===== config.mk =====
export PLATFORM = sky130hd
export DESIGN_NAME = dct_core
export DESIGN_NICKNAME = d
export VERILOG_FILES = /design/src/core/dct_pkg.sv /design/src/core/dct_core.sv /design/src/core/dct_cic.sv
export SDC_FILE = /design/constraint.sdc
export NUM_CORES = 2
export LEC_CHECK = 0
export ABC_AREA = 1
export BUFFER_PORTS_ARGS = -buffer_cell sky130_fd_sc_hd__buf_2
export CAP_MARGIN = 20
export CELL_PAD_IN_SITES_DETAIL_PLACEMENT = 2
export CELL_PAD_IN_SITES_GLOBAL_PLACEMENT = 2
export CORE_ASPECT_RATIO = 1.4
export CORE_MARGIN = 8
export CORE_UTILIZATION = 39
export CTS_CLUSTER_SIZE = 14
export DETAILED_ROUTE_END_ITERATION = 10
export GPL_ROUTABILITY_DRIVEN = 0
export PLACE_DENSITY_LB_ADDON = 0.1
export RECOVER_POWER = 50
export SKIP_LAST_GASP = 1
export SLEW_MARGIN = 30
export SYNTH_ARGS = -nofsm -noshare
export SYNTH_HDL_FRONTEND = slang
export SYNTH_SLANG_ARGS = --single-unit

===== constraint.sdc =====
create_clock -name CLOCK -period 8 [get_ports CLOCK]
set_input_delay 0.8 -clock CLOCK [delete_from_list [all_inputs] [get_ports CLOCK]]
set_output_delay 0.8 -clock CLOCK [all_outputs]
set_load 0.01 [all_outputs]

===== src/core/dct_pkg.sv =====
// Purpose: Shared constants of the down-converter front section.
// Assumes: 16-bit registers in the low half of 32-bit APB words.
// Notes: Register index times four gives the APB byte address.
package dct_pkg;
    localparam int DCT_DW = 16;
    localparam int DCT_STAGES = 6;
    localparam int DCT_GROWTH = 52;
    localparam int DCT_MEM_DEPTH = 8;
    // Register indices
    localparam logic [5:0] IDX_GAIN_RATE = 6'h04;
    localparam logic [5:0] IDX_COMB_SEL = 6'h05;
    localparam logic [5:0] IDX_COARSE = 6'h06;
    localparam logic [5:0] IDX_FINE = 6'h07;
    localparam logic [5:0] IDX_STEP_LO = 6'h08;
    localparam logic [5:0] IDX_STEP_HI = 6'h09;
    localparam logic [5:0] IDX_CTRL = 6'h0A;
    localparam logic [5:0] IDX_STATUS = 6'h0B;
    localparam logic [15:0] RST_REG = 16'h0000;
    localparam logic [31:0] RST_WORD = 32'h0000_0000;
    // Field positions
    localparam int POS_SCALE_A = 11;
    localparam int POS_SCALE_B = 6;
    localparam int POS_BOOST = 5;
    localparam int POS_DECIM = 0;
    localparam int POS_COMB_A = 10;
    localparam int POS_COMB_B = 4;
    localparam int POS_COARSE_A = 10;
    localparam int POS_COARSE_B = 4;
    localparam int POS_FINE_A = 13;
    localparam int POS_FINE_B = 10;
    localparam int POS_INTERP = 7;
    localparam int POS_DUAL = 0;
    localparam int POS_SYNC = 1;
    localparam int POS_PEND = 2;
    // Fixed boost of 12 dB is a left shift by two
    localparam logic [5:0] BOOST_SHIFT = 6'h02;

    // Returns {mapped, index} for an APB byte address
    function automatic logic [6:0] dct_index(input logic [7:0] addr);
        logic [5:0] idx;
        idx = addr[7:2];
        if (addr[1:0] != 2'h0 || idx < IDX_GAIN_RATE || idx > IDX_STATUS) begin
            return 7'h00;
        end
        return {1'b1, idx};
    endfunction : dct_index
endpackage : dct_pkg


===== src/core/dct_core.sv =====
// Purpose: Front section of one receive down-converter channel.
// Assumes: Samples and APB share CLOCK; SYNC_IN is an async pin.
// Notes: Time-adjust and oscillator step load from shadows on sync.
`timescale 1ns/1ps
module dct_core import dct_pkg::*; (
    input wire logic CLOCK,
    input wire logic RESETN,
    input wire logic PSEL,
    input wire logic PENABLE,
    input wire logic PWRITE,
    input wire logic [7:0] PADDR,
    input wire logic [31:0] PWDATA,
    output logic [31:0] PRDATA,
    output logic PREADY,
    output logic PSLVERR,
    input wire logic SYNC_IN,
    input wire logic IN_VALID,
    input wire logic [DCT_DW-1:0] IN_A,
    input wire logic [DCT_DW-1:0] IN_B,
    output logic OUT_VALID,
    output logic [DCT_DW-1:0] OUT_A,
    output logic [DCT_DW-1:0] OUT_B,
    output logic [31:0] NCO_PHASE
);
    typedef struct packed {
        logic [15:0] gain_rate;
        logic [15:0] comb_sel;
        logic [15:0] coarse_sh;
        logic [15:0] fine_sh;
        logic [15:0] step_lo_sh;
        logic [15:0] step_hi_sh;
        logic [15:0] coarse;
        logic [15:0] fine;
        logic [31:0] step;
        logic dual;
        logic pend;
        logic [1:0] sync_ff;
        logic sync_old;
        logic ready;
        logic err;
        logic [31:0] rdata;
        logic [31:0] acc;
        logic [DCT_MEM_DEPTH-1:0][DCT_DW-1:0] mem_a;
        logic [DCT_MEM_DEPTH-1:0][DCT_DW-1:0] mem_b;
        logic [2:0] wp;
        logic [2:0] ph;
        logic [DCT_DW-1:0] hold_a;
        logic [DCT_DW-1:0] hold_b;
        logic [DCT_DW-1:0] stuff_a;
        logic [DCT_DW-1:0] stuff_b;
        logic out_valid;
        logic [DCT_DW-1:0] out_a;
        logic [DCT_DW-1:0] out_b;
    } dct_core_t;

    dct_core_t st, next_st;
    logic cic_valid_a;
    logic [DCT_DW-1:0] cic_a;
    logic [DCT_DW-1:0] cic_b;

    always_comb begin
        logic [6:0] dec;
        logic wr;
        logic sync_ev;
        logic shadow_wr;
        logic [2:0] rp;
        logic [2:0] interp;
        logic [DCT_MEM_DEPTH-1:0][DCT_DW-1:0] nm_a;
        logic [DCT_MEM_DEPTH-1:0][DCT_DW-1:0] nm_b;
        dec = dct_index(PADDR);
        wr = 1'b0;
        sync_ev = 1'b0;
        shadow_wr = 1'b0;
        rp = 3'h0;
        interp = st.fine[POS_INTERP +: 3];
        nm_a = st.mem_a;
        nm_b = st.mem_b;
        next_st = st;

        // APB: answer in the access cycle, one clock after setup
        next_st.ready = PSEL && !PENABLE && !st.ready;
        if (PSEL && !PENABLE && !st.ready) begin
            next_st.err = !dec[6];
            next_st.rdata = RST_WORD;
            if (!PWRITE) begin
                unique case (dec[5:0])
                    IDX_GAIN_RATE: next_st.rdata[15:0] = st.gain_rate;
                    IDX_COMB_SEL: next_st.rdata[15:0] = st.comb_sel;
                    IDX_COARSE: next_st.rdata[15:0] = st.coarse_sh;
                    IDX_FINE: next_st.rdata[15:0] = st.fine_sh;
                    IDX_STEP_LO: next_st.rdata[15:0] = st.step_lo_sh;
                    IDX_STEP_HI: next_st.rdata[15:0] = st.step_hi_sh;
                    IDX_CTRL: begin
                        next_st.rdata[POS_DUAL] = st.dual;
                        next_st.rdata[POS_PEND] = st.pend;
                    end
                    IDX_STATUS: next_st.rdata[15:0] = st.acc[31:16];
                    default: next_st.rdata = RST_WORD;
                endcase
            end
        end
        wr = PSEL && PENABLE && st.ready && PWRITE && dec[6];

        // Synchroniser on the sync pin, edge taken from the second stage
        next_st.sync_ff = {st.sync_ff[0], SYNC_IN};
        next_st.sync_old = st.sync_ff[1];
        sync_ev = st.sync_ff[1] && !st.sync_old;

        if (wr) begin
            unique case (dec[5:0])
                IDX_GAIN_RATE: next_st.gain_rate = PWDATA[15:0];
                IDX_COMB_SEL: next_st.comb_sel = PWDATA[15:0];
                IDX_COARSE: begin
                    next_st.coarse_sh = PWDATA[15:0];
                    shadow_wr = 1'b1;
                end
                IDX_FINE: begin
                    next_st.fine_sh = PWDATA[15:0];
                    shadow_wr = 1'b1;
                end
                IDX_STEP_LO: begin
                    next_st.step_lo_sh = PWDATA[15:0];
                    shadow_wr = 1'b1;
                end
                IDX_STEP_HI: begin
                    next_st.step_hi_sh = PWDATA[15:0];
                    shadow_wr = 1'b1;
                end
                IDX_CTRL: begin
                    next_st.dual = PWDATA[POS_DUAL];
                    sync_ev = sync_ev || PWDATA[POS_SYNC];
                end
                default: next_st.dual = st.dual;
            endcase
        end

        // Load shadows; a write in the same cycle keeps pending set
        if (sync_ev) begin
            next_st.coarse = st.coarse_sh;
            next_st.fine = st.fine_sh;
            next_st.step = {st.step_hi_sh, st.step_lo_sh};
            next_st.pend = 1'b0;
        end
        if (shadow_wr) begin
            next_st.pend = 1'b1;
        end

        // Oscillator accumulator, wraps naturally
        next_st.acc = st.acc + st.step;

        // Coarse delay memory, read relative to the write pointer
        if (IN_VALID) begin
            nm_a[st.wp] = IN_A;
            nm_b[st.wp] = IN_B;
            next_st.mem_a = nm_a;
            next_st.mem_b = nm_b;
            next_st.wp = 3'(st.wp + 3'h1);
            rp = 3'(st.wp - st.coarse[POS_COARSE_A +: 3]);
            next_st.hold_a = nm_a[rp];
            rp = 3'(st.wp - st.coarse[POS_COARSE_B +: 3]);
            next_st.hold_b = st.dual ? nm_b[rp] : '0;
        end

        // Zero stuffing at the clock rate, one phase count for both
        next_st.ph = (st.ph >= interp) ? 3'h0 : 3'(st.ph + 3'h1);
        next_st.stuff_a = (st.ph == st.fine[POS_FINE_A +: 3])
            ? st.hold_a : '0;
        next_st.stuff_b = (st.ph == st.fine[POS_FINE_B +: 3])
            ? st.hold_b : '0;

        // Output stage; B taken on the A strobe, zero when single
        next_st.out_valid = cic_valid_a;
        if (cic_valid_a) begin
            next_st.out_a = cic_a;
            next_st.out_b = st.dual ? cic_b : '0;
        end
    end

    always_ff @(posedge CLOCK or negedge RESETN) begin
        if (!RESETN) begin
            st <= '0;
        end else begin
            st <= next_st;
        end
    end

    dct_cic #(
        .IW(DCT_DW),
        .OW(DCT_DW),
        .N(DCT_STAGES),
        .GW(DCT_GROWTH)
    ) u_cic_a (
        .CLOCK(CLOCK),
        .RESETN(RESETN),
        .in_valid(1'b1),
        .in_data(st.stuff_a),
        .decim(st.gain_rate[POS_DECIM +: 5]),
        .m2(st.comb_sel[POS_COMB_A +: 6]),
        .scale(st.gain_rate[POS_SCALE_A +: 5]),
        .boost(st.gain_rate[POS_BOOST]),
        .out_valid(cic_valid_a),
        .out_data(cic_a)
    );

    dct_cic #(
        .IW(DCT_DW),
        .OW(DCT_DW),
        .N(DCT_STAGES),
        .GW(DCT_GROWTH)
    ) u_cic_b (
        .CLOCK(CLOCK),
        .RESETN(RESETN),
        // Runs in lockstep with A so both decimate on the same cycle
        .in_valid(1'b1),
        .in_data(st.stuff_b),
        .decim(st.gain_rate[POS_DECIM +: 5]),
        .m2(st.comb_sel[POS_COMB_B +: 6]),
        .scale(st.gain_rate[POS_SCALE_B +: 5]),
        .boost(st.gain_rate[POS_BOOST]),
        .out_valid(),
        .out_data(cic_b)
    );

    assign PRDATA = st.rdata;
    assign PREADY = st.ready;
    assign PSLVERR = st.err;
    assign OUT_VALID = st.out_valid;
    assign OUT_A = st.out_a;
    assign OUT_B = st.out_b;
    assign NCO_PHASE = st.acc;
endmodule : dct_core


===== src/core/dct_cic.sv =====
// Purpose: One cascaded integrator-comb decimator with gain shift.
// Assumes: in_valid pulses at the input sample rate.
// Notes: Output is the low word after the shift; no saturation.
`timescale 1ns/1ps
module dct_cic import dct_pkg::*; #(
    parameter int IW = DCT_DW,
    parameter int OW = DCT_DW,
    parameter int N = DCT_STAGES,
    parameter int GW = DCT_GROWTH
) (
    input wire logic CLOCK,
    input wire logic RESETN,
    input wire logic in_valid,
    input wire logic [IW-1:0] in_data,
    input wire logic [4:0] decim,
    input wire logic [N-1:0] m2,
    input wire logic [4:0] scale,
    input wire logic boost,
    output logic out_valid,
    output logic [OW-1:0] out_data
);
    typedef struct packed {
        logic [N-1:0][GW-1:0] integ;
        logic [N-1:0][GW-1:0] d1;
        logic [N-1:0][GW-1:0] d2;
        logic [4:0] cnt;
        logic ov;
        logic [OW-1:0] od;
    } dct_cic_t;

    dct_cic_t st, next_st;

    always_comb begin
        logic [GW-1:0] x;
        logic [GW-1:0] sh;
        logic [5:0] amt;
        x = '0;
        sh = '0;
        amt = '0;
        next_st = st;
        next_st.ov = 1'b0;
        if (in_valid) begin
            next_st.integ[0] = st.integ[0]
                + {{(GW-IW){in_data[IW-1]}}, in_data};
            for (int i = 1; i < N; i++) begin
                next_st.integ[i] = st.integ[i] + st.integ[i-1];
            end
            if (st.cnt >= decim) begin
                next_st.cnt = 5'h00;
                x = st.integ[N-1];
                for (int i = 0; i < N; i++) begin
                    next_st.d2[i] = st.d1[i];
                    next_st.d1[i] = x;
                    // Delay of two or one per section
                    x = x - (m2[i] ? st.d2[i] : st.d1[i]);
                end
                amt = {1'b0, scale} + (boost ? BOOST_SHIFT : 6'h00);
                sh = x << amt;
                next_st.od = sh[OW-1:0];
                next_st.ov = 1'b1;
            end else begin
                next_st.cnt = 5'(st.cnt + 5'h01);
            end
        end
    end

    always_ff @(posedge CLOCK or negedge RESETN) begin
        if (!RESETN) begin
            st <= '0;
        end else begin
            st <= next_st;
        end
    end

    assign out_valid = st.ov;
    assign out_data = st.od;
endmodule : dct_cic


==> results.md <==
* Portion of the clock cycle consumed by the worst path in the final layout at a little over nine tenths
* I/O pins at about 180
* Die Footprint at ~0.18 mm2
* Cell mode on critical path: sky130_fd_sc_hd__nand2_1
* Clock tree from TritonCTS: built
* Smallest hold slack at 245.1 ps
* Violations in the final reports: max-capacitance violations, max-slew violations
* WP data arrival at 8460 ps
* Area leader, netlist: sky130_fd_sc_hd__dfrtp_1
* Routed length on met2 at 108.9 mm
* Detailed-routing wirelength on met1 at 87.10 mm
* Worst-case clock skew at 24.14 ps
* Clock sink total at approximately 1200
* Later-pin clock latency in the skew report at between 700 and 800 ps
* Initial DRC Count at 2321
* Total setup violations reported at the end of the flow at 0
* Shortest period the worst path allows at 7757 ps
* Number of flip-flops and latches in the synthesized netlist at between 1000 and 1500
* Clock-pin slew on the worst setup and hold paths at roughly 60 ps
* Outcome: complete, but fails checks
* Syn-to-layout area delta at 13.57%
* Global routing usage summed across all routing layers at between 20% and 30%
* Via-to-Cell Ratio at 5.321
* Vias in the first global route at approximately 63000
* Area of all placed cells without fillers at about 0.075 mm2
* Crit path setup slack, layout at about 240 ps
* Highest routed metal layer: met5
* Worst Hold Class: in2reg
* Highest clock rate at 128.9 MHz
* Die width at 363.3 um
* Pin count of the biggest net entering global routing at between 200 and 300
* RSZ-0062 raised after global routing: true
* Critical path type: reg2reg
* Largest fanout of any net on the critical path at 7
* Maximum clock path buffer count at 3
* Routed wire length at approximately 210 mm
* Root buffer cell: sky130_fd_sc_hd__clkbuf_16
* Biggest cell delay along the critical path at ~470 ps
* Yosys warns at 0
* Die Y-Extent at 502.3 um
* Starting density of the core at about 39%
* Antenna-violating nets left at 0
* Kind of end point of the critical path: flip-flop
* Number of buffers created by CTS at around 130
* Setup Slack @ Placement at -74.82 ps
* Number of antenna violations at the first check in global routing at 9
* Crit path max-delay cell type: sky130_fd_sc_hd__dfrtp_2
* Routed WL per cell at just under 20 um
* Number of standard-cell rows in the floorplan at around 180
* Final max-slew violation count at ~700
* Worst slew pin tran at 6278 ps
* Global-route wire length before repair at between 300 and 400 mm
* Relative max-transition margin at -318.5%
* Fraction of layout cells with a size suffix above 1 at around a tenth
* DP HPWL at between 100 and 150 mm
* Max-cap violation count at 10
* Count of distinct cell types in the synthesized netlist at 55
* H-tree levels at 4
* Post-synthesis cell area at approximately 0.066 mm2
* Count of buffers inserted at the top-level ports at approximately 150
* Number of iterations in the first detailed-routing pass at 5
* Most area-consuming cells after synthesis: sky130_fd_sc_hd__dfrtp_1 (45%), sky130_fd_sc_hd__nand2_1 (11%), sky130_fd_sc_hd__o21ai_0 (8.1%)
* Detailed-route via count at approximately 56000
* Crit path required time at 8710 ps
* Met3 wire length at about 7.1 mm
* Core ar. at 0.1679 mm2
* Mean instance size in the synthesized netlist at around 8.1 um2
* Post-route DRC at 0
* CP Launch Type: flip-flop
* Post-Synthesis Cells at a little over 8000
* Number of nets in the final layout at a little under 9000
* Yosys top cell area share at between 40% and 50%
* Dpl cell area at between 0.06 and 0.07 mm2
* Total overflow reported by the global router at 0
* Sequential element share of the synthesized area at between 40% and 50%
* Count of final hold-check violations at 0
[cell type report]
| type | count | area, um2 |
|---|---|---|
| Antenna cell | 1 | 2.502 |
| Timing Repair Buffer | 366 | 2411 |
| Tap cell | 2250 | 2815 |
| Sequential cell | 1176 | 29440 |
| Clock inverter | 27 | 336.6 |
| Inverter | 781 | 2943 |
| Multi-Input combinational cell | 5708 | 32870 |
| Fill cell | 18911 | 93110 |
| Clock buffer | 202 | 4004 |
[worst paths after layout]
check	startpoint	to	slack, ps	depth (start not counted)
max reg2reg	st[568]	u_cic_a.out_data[15]	240	50
min in group asynchronous	RESETN	u_cic_b.st[245]	3100	2
min	PENABLE	PREADY	250	2
min reg2reg	next_st[427]	next_st[425]	370	0
max	st[568]	u_cic_a.out_data[15]	240	50
max in group asynchronous	RESETN	st[327]	1010	4
[stage by stage]
stage,TNS [ps],utilization [%],cells
3_5_place_dp,-136.4,41.16,10249
3_3_place_gp,0,41.13,10248
2_1_floorplan,0,-,8107
6_report,0,44.55,10511
4_1_cts,-46.79,43.80,10480
5_1_grt,-851.9,44.55,10511
[state kept, by name, indices dropped and copies added, names as in the netlist, 2 cells and up]
register,count
st,472
u_cic_a.st,293
u_cic_b.st,293
NCO_PHASE,32
OUT_A,16
OUT_B,16
PRDATA,16
u_cic_a.out_data,16
u_cic_b.out_data,16
next_st,2
[kinds of logic after synthesis]
family	Yosys count	share of synthesized area (%)
buffers and inverters	1223	7.525
muxes	43	0.7256
adders and majority gates	442	8.703
DFF	1176	44.67
other	1	0.005693
and+or+nand+nor	2987	18.49
xor gates and xnor gates	366	4.878
AOI/OAI and AO/OA	1854	15.00
[critical path: cells and delay by family, from the launching register on]
| family | cells | cell delay [ps] |
|---|---|---|
| buffers and inverters | 6 | 510 |
| and+or+nand+nor | 21 | 1690 |
| DFF | 1 | 470 |
| adders and majority gates | 6 | 1950 |
| AOI/OAI and AO/OA | 10 | 1680 |
| xor gates and xnor gates | 7 | 1370 |
[cell usage in the layout, fill, tap and decap left out, types with 16 or more instances in the layout]
master,synthesis,routed
sky130_fd_sc_hd__inv_2,8,19
sky130_fd_sc_hd__o21ai_2,4,16
sky130_fd_sc_hd__buf_2,5,83
sky130_fd_sc_hd__nand4_1,23,23
sky130_fd_sc_hd__nand3_1,372,367
sky130_fd_sc_hd__a21oi_1,563,527
sky130_fd_sc_hd__buf_4,96,197
sky130_fd_sc_hd__xor2_2,1,35
sky130_fd_sc_hd__fa_1,27,22
sky130_fd_sc_hd__ha_1,415,380
sky130_fd_sc_hd__xnor2_1,91,75
sky130_fd_sc_hd__o21ai_0,1061,1030
sky130_fd_sc_hd__ha_4,0,24
sky130_fd_sc_hd__a21o_1,21,21
sky130_fd_sc_hd__dfrtp_1,1176,1167
sky130_fd_sc_hd__o21bai_1,66,61
sky130_fd_sc_hd__nand2_2,30,47
sky130_fd_sc_hd__mux2_2,38,36
sky130_fd_sc_hd__o21ai_1,11,26
sky130_fd_sc_hd__conb_1,1,16
sky130_fd_sc_hd__a21oi_2,1,34
sky130_fd_sc_hd__nand3_2,29,32
sky130_fd_sc_hd__clkbuf_8,0,31
sky130_fd_sc_hd__xor2_1,274,235
sky130_fd_sc_hd__clkbuf_16,0,138
sky130_fd_sc_hd__nand3b_1,21,21
sky130_fd_sc_hd__nor2_1,505,500
sky130_fd_sc_hd__nand2_1,1965,1948
sky130_fd_sc_hd__a31oi_1,27,25
sky130_fd_sc_hd__clkbuf_1,326,103
sky130_fd_sc_hd__inv_1,768,755
[repair_timing]
action / 4_1_cts / 5_1_grt
pin swaps: 3 / 73
endpoints found under the setup margin: 6 / 16
buffers inserted: 1 / 26
hold endpoints to repair: 5 / 0
resized for setup: 20 / 226
hold buffers: 1 / 0
[routing by layer]
layer / GRT usage, % / up-vias
met5: 0 / -
li1: - / 26332
met4: 6.233 / 4
met1: 26.27 / 28609
met2: 41.77 / 668
met3: 3.561 / 317
[cells in the mapped netlist, drive strengths merged]
cell type and instances:
o2111a 1, nor4 1, clkbuf 326, a22o 8, o21a 10, or2 7
nand3 403, o21bai 69, o31ai 8, o211ai 11, o211a 2, mux2i 5
buf 116, inv 776, a221oi 3, nand3b 21, xnor2 91, a21o 21
o221ai 3, a2111oi 13, a32o 10, ha 415, fa 27, mux2 38
nand4 23, and2 12, o22ai 9, dfrtp 1176, o21ai 1076, a211oi 13
a31oi 27, a21oi 565, conb 1, a31o 2, nor3 16, a21boi 3
xor2 275, nand2 1996, nor2 508, clkinv 5
Power is left out: the tool's default activity adds up to more than one toggle a clock period on the data nets, which glitch-free logic cannot reach.
